[src/hw/hub_boot_map.svh]
// Constants for the hub boot and configuration sequencer.
// Assumes a 10 MHz core clock; included by bare name from the design files.
`ifndef HUB_BOOT_MAP_SVH
`define HUB_BOOT_MAP_SVH

`define SIG_BASE_ADDR   16'hfffa
`define SIG_BYTE0       8'h32
`define SIG_BYTE1       8'h44
`define SIG_BYTE2       8'h46
`define SIG_BYTE3       8'h55
`define SIG_LAST_IDX    2'h3
`define EXT_FETCH_ADDR  16'h0000
`define ROM_FETCH_ADDR  16'h0000
`define CFG_DONE_REG    8'hff
`define FLASH_WAIT_CYC  8'hff

`endif

[src/hw/hub_boot_pkg.sv]
// Types for the hub boot and configuration sequencer.
// Constants live in hub_boot_map.svh.
package hub_boot_pkg;

  typedef enum logic [9:0]
  {
    ST_STANDBY        = 10'h001,
    ST_SPI_INIT       = 10'h002,
    ST_CFG_RD         = 10'h004,
    ST_STRAP          = 10'h008,
    ST_SOC_CFG        = 10'h010,
    ST_OTP_CFG        = 10'h020,
    ST_IDLE           = 10'h040,
    ST_CHARGER_DETECT = 10'h080,
    ST_CONNECT        = 10'h100,
    ST_NORMAL         = 10'h200
  } boot_state_t;

  typedef enum logic [3:0]
  {
    CK_IDLE = 4'h1,
    CK_REQ  = 4'h2,
    CK_NEXT = 4'h4,
    CK_DONE = 4'h8
  } chk_state_t;

  typedef struct packed
  {
    boot_state_t st;
    logic        sig_start;
    logic        ext_mem_en;
    logic        smbus_slave_en;
    logic        usb_connect;
    logic [15:0] fetch_addr;
  } seq_regs_t;

  typedef struct packed
  {
    chk_state_t  st;
    logic [1:0]  idx;
    logic        ok;
    logic        match;
    logic        done;
    logic        req;
    logic [15:0] addr;
    logic [7:0]  wait_cnt;
  } chk_regs_t;

endpackage

[src/hw/sig_check_if.sv]
// Link between the boot sequencer and the flash signature checker.
// Both ends run on the same core clock.
`timescale 1ns/1ns
interface sig_check_if;
  logic        start;
  logic        done;
  logic        match;
  logic        rd_req;
  logic [15:0] rd_addr;
  logic        rd_valid;
  logic [7:0]  rd_data;

  modport seq
  (
    output start,
    output rd_valid,
    output rd_data,
    input  done,
    input  match,
    input  rd_req,
    input  rd_addr
  );

  modport chk
  (
    input  start,
    input  rd_valid,
    input  rd_data,
    output done,
    output match,
    output rd_req,
    output rd_addr
  );
endinterface

[src/hw/flash_sig_check.sv]
// Reads the four signature bytes from flash and compares them in order.
// Flash answers a held read request with a one-cycle valid and data.
`timescale 1ns/1ns
`include "hub_boot_map.svh"
module flash_sig_check
  import hub_boot_pkg::*;
(
  input wire logic core_clk,
  input wire logic rst,
  sig_check_if.chk sig
);

  chk_regs_t r;
  chk_regs_t next_r;

  function automatic logic [7:0] sig_byte(input logic [1:0] idx);
    case (idx)
      2'h0: sig_byte = `SIG_BYTE0;
      2'h1: sig_byte = `SIG_BYTE1;
      2'h2: sig_byte = `SIG_BYTE2;
      default: sig_byte = `SIG_BYTE3;
    endcase
  endfunction

  always_comb
  begin
    next_r = r;
    case (r.st)
      CK_IDLE:
      begin
        next_r.done = 1'b0;
        if (sig.start)
        begin
          next_r.idx      = 2'h0;
          next_r.ok       = 1'b1;
          next_r.match    = 1'b0;
          next_r.addr     = `SIG_BASE_ADDR;
          next_r.req      = 1'b1;
          next_r.wait_cnt = 8'h00;
          next_r.st       = CK_REQ;
        end
      end
      CK_REQ:
      begin
        if (sig.rd_valid)
        begin
          next_r.req = 1'b0;
          next_r.ok  = r.ok & (sig.rd_data == sig_byte(r.idx));
          if (r.idx == `SIG_LAST_IDX)
          begin
            next_r.match = r.ok & (sig.rd_data == sig_byte(r.idx));
            next_r.st    = CK_DONE;
          end
          else
          begin
            next_r.idx  = r.idx + 2'h1;
            next_r.addr = r.addr + 16'h0001;
            next_r.st   = CK_NEXT;
          end
        end
        else if (r.wait_cnt == `FLASH_WAIT_CYC)
        begin
          // No flash answering counts as no signature
          next_r.req   = 1'b0;
          next_r.match = 1'b0;
          next_r.st    = CK_DONE;
        end
        else
        begin
          next_r.wait_cnt = r.wait_cnt + 8'h01;
        end
      end
      CK_NEXT:
      begin
        next_r.req      = 1'b1;
        next_r.wait_cnt = 8'h00;
        next_r.st       = CK_REQ;
      end
      CK_DONE:
      begin
        next_r.done = 1'b1;
        if (!sig.start)
        begin
          next_r.done = 1'b0;
          next_r.st   = CK_IDLE;
        end
      end
      default:
      begin
        next_r.st = CK_IDLE;
      end
    endcase
  end

  always_ff @(posedge core_clk or posedge rst)
  begin
    if (rst)
    begin
      r <= '{st: CK_IDLE, idx: 2'h0, ok: 1'b0, match: 1'b0, done: 1'b0, req: 1'b0,
             addr: 16'h0000, wait_cnt: 8'h00};
    end
    else
    begin
      r <= next_r;
    end
  end

  assign sig.done    = r.done;
  assign sig.match   = r.match;
  assign sig.rd_req  = r.req;
  assign sig.rd_addr = r.addr;
endmodule

[src/hw/hub_boot_config_sequencer.sv]
// Boot and configuration sequencer of the hub: flash signature check,
// strap read, SoC configuration over SMBus, OTP merge, charger detect,
// connect and normal mode. All inputs are synchronous to core_clk.
`timescale 1ns/1ns
`include "hub_boot_map.svh"
module hub_boot_config_sequencer
  import hub_boot_pkg::*;
(
  input  wire logic        core_clk,
  input  wire logic        rst,
  input  wire logic        spi_strap,
  input  wire logic        cfg_strap_smbus,
  input  wire logic        smbus_data_pin,
  input  wire logic        smbus_clock_pin,
  output wire logic        flash_rd_req,
  output wire logic [15:0] flash_rd_addr,
  input  wire logic        flash_rd_valid,
  input  wire logic [7:0]  flash_rd_data,
  input  wire logic        smbus_wr_valid,
  input  wire logic [7:0]  smbus_wr_addr,
  input  wire logic        bc_enable,
  input  wire logic        vbus_sense,
  input  wire logic        charger_detect_done,
  input  wire logic        upstream_link_up,
  input  wire logic        mode_change,
  output wire logic        ext_mem_en,
  output wire logic        rom_boot,
  output wire logic [15:0] fetch_addr,
  output wire logic        smbus_slave_en,
  output wire logic        smbus_reg_access_en,
  output wire logic        otp_smbus_allow,
  output wire logic        otp_usb_allow,
  output wire logic        charger_detect_start,
  output wire logic        usb_connect,
  output wire logic        normal_mode,
  output wire logic [9:0]  boot_state
);

  seq_regs_t r;
  seq_regs_t next_r;

  sig_check_if sig ();

  flash_sig_check u_sig_check
  (
    .core_clk (core_clk),
    .rst      (rst),
    .sig      (sig.chk)
  );

  assign sig.start    = r.sig_start;
  assign sig.rd_valid = flash_rd_valid;
  assign sig.rd_data  = flash_rd_data;
  assign flash_rd_req  = sig.rd_req;
  assign flash_rd_addr = sig.rd_addr;

  function automatic logic pullups_seen(input logic dat, input logic clk);
    pullups_seen = dat & clk;
  endfunction

  function automatic logic cfg_done_write(input logic vld, input logic [7:0] addr);
    cfg_done_write = vld & (addr == `CFG_DONE_REG);
  endfunction

  always_comb
  begin
    next_r = r;
    case (r.st)
      ST_STANDBY:
      begin
        next_r.ext_mem_en     = 1'b0;
        next_r.smbus_slave_en = 1'b0;
        next_r.usb_connect    = 1'b0;
        next_r.sig_start      = 1'b0;
        next_r.fetch_addr     = `ROM_FETCH_ADDR;
        next_r.st             = ST_SPI_INIT;
        if (spi_strap)
        begin
          next_r.sig_start = 1'b1;
        end
      end
      ST_SPI_INIT:
      begin
        if (!r.sig_start)
        begin
          // Not strapped for SPI: internal ROM
          next_r.ext_mem_en = 1'b0;
          next_r.fetch_addr = `ROM_FETCH_ADDR;
          next_r.st         = ST_CFG_RD;
        end
        else if (sig.done)
        begin
          next_r.sig_start  = 1'b0;
          next_r.ext_mem_en = sig.match;
          next_r.fetch_addr = sig.match ? `EXT_FETCH_ADDR : `ROM_FETCH_ADDR;
          next_r.st         = ST_CFG_RD;
        end
      end
      ST_CFG_RD:
      begin
        next_r.st = ST_STRAP;
      end
      ST_STRAP:
      begin
        if (cfg_strap_smbus && pullups_seen(smbus_data_pin, smbus_clock_pin))
        begin
          next_r.smbus_slave_en = 1'b1;
          next_r.st             = ST_SOC_CFG;
        end
        else
        begin
          next_r.st = ST_OTP_CFG;
        end
      end
      ST_SOC_CFG:
      begin
        // Waits with no limit for the end-of-configuration write
        if (cfg_done_write(smbus_wr_valid, smbus_wr_addr))
        begin
          next_r.st = ST_OTP_CFG;
        end
      end
      ST_OTP_CFG:
      begin
        next_r.st = ST_IDLE;
      end
      ST_IDLE:
      begin
        if (vbus_sense)
        begin
          next_r.st = bc_enable ? ST_CHARGER_DETECT : ST_CONNECT;
        end
      end
      ST_CHARGER_DETECT:
      begin
        if (!vbus_sense)
        begin
          next_r.st = ST_IDLE;
        end
        else if (charger_detect_done)
        begin
          next_r.st = ST_CONNECT;
        end
      end
      ST_CONNECT:
      begin
        next_r.usb_connect = vbus_sense;
        if (!vbus_sense)
        begin
          next_r.st = ST_IDLE;
        end
        else if (upstream_link_up)
        begin
          next_r.st = ST_NORMAL;
        end
      end
      ST_NORMAL:
      begin
        next_r.usb_connect = 1'b1;
        if (mode_change)
        begin
          next_r.usb_connect = 1'b0;
          next_r.st          = ST_STANDBY;
        end
      end
      default:
      begin
        next_r.st = ST_STANDBY;
      end
    endcase
  end

  always_ff @(posedge core_clk or posedge rst)
  begin
    if (rst)
    begin
      r <= '{st: ST_STANDBY, sig_start: 1'b0, ext_mem_en: 1'b0, smbus_slave_en: 1'b0,
             usb_connect: 1'b0, fetch_addr: `ROM_FETCH_ADDR};
    end
    else
    begin
      r <= next_r;
    end
  end

  assign ext_mem_en           = r.ext_mem_en;
  assign rom_boot             = !r.ext_mem_en;
  assign fetch_addr           = r.fetch_addr;
  assign smbus_slave_en       = r.smbus_slave_en;
  assign smbus_reg_access_en  = r.smbus_slave_en;
  assign otp_smbus_allow      = r.smbus_slave_en && (r.st == ST_SOC_CFG);
  assign otp_usb_allow        = (r.st == ST_NORMAL);
  assign charger_detect_start = (r.st == ST_CHARGER_DETECT);
  assign usb_connect          = r.usb_connect;
  assign normal_mode          = (r.st == ST_NORMAL);
  assign boot_state           = r.st;
endmodule

[config.mk]
export PLATFORM = sky130hd
export DESIGN_NAME = hub_boot_config_sequencer
export DESIGN_NICKNAME = d
export VERILOG_FILES = /design/src/hw/hub_boot_pkg.sv /design/src/hw/sig_check_if.sv /design/src/hw/flash_sig_check.sv /design/src/hw/hub_boot_config_sequencer.sv
export VERILOG_INCLUDE_DIRS = /design/src /design/src/hw
export SDC_FILE = /design/constraint.sdc
export NUM_CORES = 1
export LEC_CHECK = 0
export BUFFER_PORTS_ARGS = -buffer_cell sky130_fd_sc_hd__buf_4
export CORE_ASPECT_RATIO = 1.1
export CORE_MARGIN = 3
export CORE_UTILIZATION = 40
export CTS_CLUSTER_SIZE = 14
export DETAILED_ROUTE_END_ITERATION = 10
export PLACE_DENSITY_LB_ADDON = 0.08
export SLEW_MARGIN = 20
export SYNTH_ARGS = -nofsm -noshare
export SYNTH_HDL_FRONTEND = slang
export SYNTH_SLANG_ARGS = --single-unit
[constraint.sdc]
create_clock -name core_clk -period 1.9 [get_ports core_clk]
set_clock_uncertainty 0.15 [all_clocks]
set_input_delay 0.38 -clock core_clk [delete_from_list [all_inputs] [get_ports core_clk]]
set_output_delay 0.38 -clock core_clk [all_outputs]
set_load 0.01 [all_outputs]
==> results of run 1 <==
## layer usage
layer	vias to the layer above	part of all wire (%)
li1	1434	-
met1	1417	44
met2	89	49
met3	8	5.3
met4	0	1.2
met5	-	0
## final cells by class
type | count | area [sq um] | share of cell area [%]
Inverter | 12 | 45.0 | 1.08
Timing Repair Buffer | 107 | 903 | 21.6
Clock inverter | 2 | 35.0 | 0.836
Multi-Input combinational cell | 267 | 1800 | 42.9
Tap cell | 105 | 131 | 3.14
Clock buffer | 6 | 72.6 | 1.73
Sequential cell | 48 | 1200 | 28.8
## cells in the final DEF (no fill, tap or decap), types with 9 or more instances in the layout
cell type and n:
a21oi_1 14, a31oi_1 11, and3_1 10, buf_4 94, conb_1 16, dfrtp_1 45
inv_1 11, nand2_1 26, nand3_1 14, nand4_1 10, nor2_1 18, nor2b_1 11
nor3_1 9, o21ai_0 19
## repair_timing
item,CTS,global route
resized for setup,13,36
endpoints found under the hold margin,14,0
gates cloned,0,2
setup buffers,7,3
setup endpoints to repair,5,29
hold buffers,1,0
pin swaps,6,11
## tightest hold or removal path: cells and delay by family
family,cells,cell delay [ps]
AND/OR/NAND/NOR,1,70
buffers and inverters,1,110
AO/OA/AOI/OAI,1,60
## registers in the layout, indices dropped and copies added, names as in the netlist
| signal | cells |
|---|---|
| u_sig_check.sig.rd_addr | 16 |
| u_sig_check.r | 15 |
| boot_state | 10 |
| ext_mem_en | 1 |
| sig.start | 1 |
| smbus_reg_access_en | 1 |
| u_sig_check.sig.done | 1 |
| u_sig_check.sig.match | 1 |
| u_sig_check.sig.rd_req | 1 |
| usb_connect | 1 |
## kinds of logic (layout without fill, tap and decap cells)
kind of cell               Yosys count  in the layout  share of synthesized area (%)
and+or+nand+nor                    145            145                           26.0
adders and majority gates            6              6                           2.38
muxes                                3              3                          0.951
buffers and inverters               59            127                           12.0
DFF                                 48             48                           38.1
AOI/OAI and AO/OA                   93             93                           19.3
other                                1             16                          0.119
xor gates and xnor gates             4              4                           1.11
## power by group
group / switching (mW) / leakage [nW] / internal, mW
logic: 1.19 / 1.20 / 1.16
registers: 0.182 / 0.574 / 1.20
clock network: 0.353 / 0.0552 / 0.391
## final timing paths
path,startpoint,endpoint,slack [ps]
worst max-delay path,boot_state[6],otp_smbus_allow,-160
worst min-delay path,upstream_link_up,boot_state[9],210
worst max register to register,u_sig_check.r[32],u_sig_check.sig.rd_addr[7],-10
worst min register to register,u_sig_check.r[6],u_sig_check.r[6],370
max in group asynchronous,rst,u_sig_check.r[30],570
min in group asynchronous,rst,u_sig_check.sig.rd_addr[15],460
## through the flow
step | setup WS (ps) | hold slack [ps] | instances | total power [mW] | TNS, ps
floorplan | -102 | 306 | 374 | 2.59 | -400
global placement | 9.97 | 230 | 529 | 3.24 | 0
detailed placement | 20.5 | 232 | 529 | 3.25 | 0
CTS | -171 | 190 | 545 | 4.12 | -501
global route | -264 | 192 | 547 | 4.79 | -1470
finish | -160 | 206 | 547 | 4.48 | -423
==> impl_metrics.json, run 1 <==
{
  "grt_pass1_wl_microns": 13300,
  "synth-seq-cells": 48,
  "drive_gt1_share_pct": 34.6,
  "grtUsageMet1_pct": 23.6,
  "viasPerCell": 5.39,
  "busiest_layer": "met2",
  "firstDrtPassIters": 4,
  "worstPathArrival_ps": 1530,
  "cts-root-buf": "clkbuf_8",
  "yosysWarnings": 0,
  "synth_area_sq_um": 3160,
  "final_core_util_pct": 55.4,
  "syn_inst": 359,
  "syn_avg_cell_area_sq_um": 8.80,
  "grt_antenna_before_repair": 0,
  "clock-sinks": 48,
  "vias": 2948,
  "fmax_mhz": 485,
  "yosysSeqAreaShare_pct": 38.1,
  "final.setup.worst_slack_ps": -160,
  "fin_crit_sh_pct": 108,
  "area_growth_pct": 32.6,
  "diodes": 0,
  "hold_viol": 0,
  "pwr_density_cell_nw_per_um2": 1070,
  "synth.most_common_cell": "dfrtp_1",
  "path_class": "reg2out",
  "slowest_delay_ps": 420,
  "finalSetupViolations": 10,
  "placed_cell_area_sq_um": 3770,
  "drt_iter0_markers": 224,
  "hold_path.class": "in2reg",
  "synth_top_area_share_pct": 36.4,
  "slowest_stage": "dfrtp_1",
  "cp.required_ps": 1370,
  "synth-edff-count": 0,
  "leakage_nw": 1.83,
  "startpoint_type": "register",
  "coreArea_sq_um": 7560,
  "use_met3_pct": 3.03,
  "period_minus_slack_ps": 2060,
  "hpwlAfterDp_microns": 5890,
  "holdPathStages": 3,
  "timing.critical_path.cells": "nor4_4, nand4_1, nor2_1, buf_4",
  "rsz0062_at_grt": "yes",
  "use_met2_pct": 29.8,
  "nNetsFinal": 476,
  "cp_max_fo": 3,
  "crit_cells": 4,
  "endpoint_kind": "primary output",
  "die-area_sq_um": 9000,
  "post-synth-top-area-cell": "dfrtp_1",
  "synth_ff_type": "dfrtp_1",
  "io_pins": 81,
  "synth.area.top_cells": "dfrtp_1 (36%), buf_4 (8.1%), o21ai_0 (4.1%)",
  "grt_max_degree": 35,
  "status": "complete, but fails checks",
  "grt_util_all_layers_pct": 17.7,
  "rows": 33,
  "die_h_microns": 99.2,
  "vdd.ir_drop.worst_v": 0.000491,
  "route.detailed.drc": 0,
  "postLayoutCellArea_sq_um": 4190,
  "start_util_pct": 41.8,
  "synthArstFlopShare_pct": 100,
  "drv_slew": 0,
  "routabilityCongestion": 0.833,
  "cts_tree": "built",
  "grt_pass1_vias": 2739,
  "yosysUniqueCellTypes": 63,
  "nFillCells": 701,
  "r2r_cells": 5,
  "cts_made_buffers": 5,
  "path_clk_slew_ps": 90,
  "violations": "negative setup slack",
  "cap_violations": 0,
  "wirelength_microns": 8380,
  "numPortBuffers": 64,
  "worst-path-buf-inv": 1,
  "routedWlPerCell_microns": 15.3,
  "critPathTopFamily": "simple AND/OR/NAND/NOR gates",
  "clk_path_buf_depth": 2,
  "overflow": 0,
  "htree_levels": 2,
  "die_w_microns": 90.7,
  "ant_nets": 0,
  "synth_common_cells": "dfrtp_1 (46), buf_4 (34), nand2_1 (27), o21ai_0 (26), nor2_1 (24)",
  "clk-insertion-delay-late_ps": 300
}
(Power assumes the default switching activity.)
==> inputs of run 2 (changes only) <==
--- a/config.mk
+++ b/config.mk
@@ -12,6 +12,7 @@
 export CORE_UTILIZATION = 40
 export CTS_CLUSTER_SIZE = 14
 export DETAILED_ROUTE_END_ITERATION = 10
+export MAX_ROUTING_LAYER = met4
 export PLACE_DENSITY_LB_ADDON = 0.08
 export SLEW_MARGIN = 20
 export SYNTH_ARGS = -nofsm -noshare
==> impl_metrics.json, run 2 (synthesis gave the netlist of run 1 again) <==
{
  "viasPerCell": 5.35,
  "layout_common_cells": "buf_4 (95), dfrtp_1 (45), nand2_1 (26)",
  "numPortBuffers": 64,
  "violations": "negative setup slack",
  "routedWlPerCell_microns": 15.2,
  "slowest_delay_ps": 420,
  "nFillCells": 701,
  "fin_crit_sh_pct": 108,
  "final.setup.worst_slack_ps": -157,
  "startpoint_type": "register",
  "clk_path_buf_depth": 2,
  "overflow": 0,
  "cts_tree": "built",
  "worstPathArrival_ps": 1530,
  "die_w_microns": 90.7,
  "path_class": "reg2out",
  "drt_iter0_markers": 189,
  "dpl.cell_count": 529,
  "grt_max_degree": 35,
  "timing.critical_path.cells": "nor4_4, nand4_1, nor2_1, buf_4",
  "slowest_stage": "dfrtp_1",
  "die-area_sq_um": 9000,
  "path_clk_slew_ps": 90,
  "largest_reg_flops": 16,
  "final_common_cell": "buf_4",
  "placed_cell_area_sq_um": 3770,
  "io_pins": 81,
  "period_minus_slack_ps": 2060,
  "rsz0062_at_grt": "yes",
  "routabilityCongestion": 0.846,
  "area_growth_pct": 32.8,
  "vias": 2932,
  "cap_violations": 0,
  "hold_viol": 0,
  "route.detailed.drc": 0,
  "leakage_nw": 1.84,
  "clk-insertion-delay-late_ps": 310,
  "pwr_density_cell_nw_per_um2": 1070,
  "ant_nets": 0,
  "endpoint_kind": "primary output",
  "hpwlAfterDp_microns": 5890,
  "firstDrtPassIters": 4,
  "p_int_mw": 2.76,
  "wirelength_microns": 8350,
  "cts_made_buffers": 5,
  "htree_levels": 2,
  "drive_gt1_share_pct": 34.8,
  "nNetsFinal": 477,
  "hold_path.class": "in2reg",
  "grt_pass1_vias": 2730,
  "cp.required_ps": 1370,
  "clock-sinks": 48,
  "net-switching-power_mw": 1.73,
  "seqPwrFrac_pct": 30.7,
  "grt_antenna_before_repair": 0,
  "vdd.ir_drop.worst_v": 0.000491,
  "diodes": 0,
  "postLayoutCellArea_sq_um": 4200,
  "coreArea_sq_um": 7560,
  "power_frac_comb_pct": 52.5,
  "critPathTopFamily": "simple AND/OR/NAND/NOR gates",
  "grt_util_all_layers_pct": 18.3,
  "drv_slew": 0,
  "status": "complete, but fails checks",
  "finalSetupViolations": 8,
  "cp_max_fo": 3,
  "fmax_mhz": 486,
  "rows": 33,
  "p_total_mw": 4.49,
  "sw_frac_of_total_pct": 38.6,
  "die_h_microns": 99.2,
  "grt_pass1_wl_microns": 13300,
  "worst-path-buf-inv": 1,
  "instances_no_fill": 548,
  "pwr-share-clk_pct": 16.8,
  "start_util_pct": 41.8,
  "cts-root-buf": "clkbuf_8"
}
[run 2: path summary, 6_finish.rpt]
kind / cells after the start / startpoint / end / slack [ps]
max: 4 / boot_state[6] / otp_smbus_allow / -160
min reg2reg: 1 / u_sig_check.r[6] / u_sig_check.r[6] / 370
max in group asynchronous: 4 / rst / u_sig_check.r[30] / 580
max reg2reg: 5 / u_sig_check.r[32] / u_sig_check.sig.rd_addr[7] / -10
min: 3 / upstream_link_up / boot_state[9] / 200
min in group asynchronous: 3 / rst / u_sig_check.sig.rd_addr[15] / 450
[run 2: cell type report]
class                   count  area (sq um)  area share (%)
multi-input cells         267          1800            42.8
flip-flops and latches     48          1200            28.7
repair buffers            108           911            21.7
well taps                 105           131            3.13
clock buffers               6          72.6            1.73
inverters                  12          45.0            1.07
clock inverters             2          35.0           0.835
[run 2: power groups by stage]
stage	clock network, mW	logic (mW)	registers (mW)
after floorplan	0	1.23	1.36
after global placement	0	1.86	1.38
after detailed placement	0	1.87	1.38
after CTS	0.766	1.98	1.37
after global routing	0.815	2.58	1.41
final	0.754	2.36	1.38
[run 2: timing repair]
item | CTS | global route
hold buffers | 1 | 0
pin swaps | 6 | 11
setup buffers | 7 | 4
resized for setup | 13 | 36
endpoints found under the hold margin | 14 | 0
gates cloned | 0 | 2
endpoints found under the setup margin | 5 | 29
[run 2: layer usage]
layer / global-route usage, % / part of all wire, % / up-vias
met2: 29.7 / 49 / 81
met5: - / 0 / -
met4: 4.83 / 1.2 / 0
met1: 23.9 / 45 / 1411
li1: - / - / 1431
met3: 3.03 / 4.4 / 9
[run 2: tightest hold or removal path: stages]
cell,delay [ps]
buf_4,110
nand3_1,70
a21oi_1,60
[run 2: through the flow]
step	setup TNS [ps]	setup WS (ps)	hold WS, ps	util [%]
after global placement	0	9.97	230	49.9
after CTS	-501	-171	190	52.9
final	-413	-157	196	55.5
after detailed placement	0	20.5	232	49.9
after global routing	-1470	-264	192	55.5
after floorplan	-400	-102	306	-
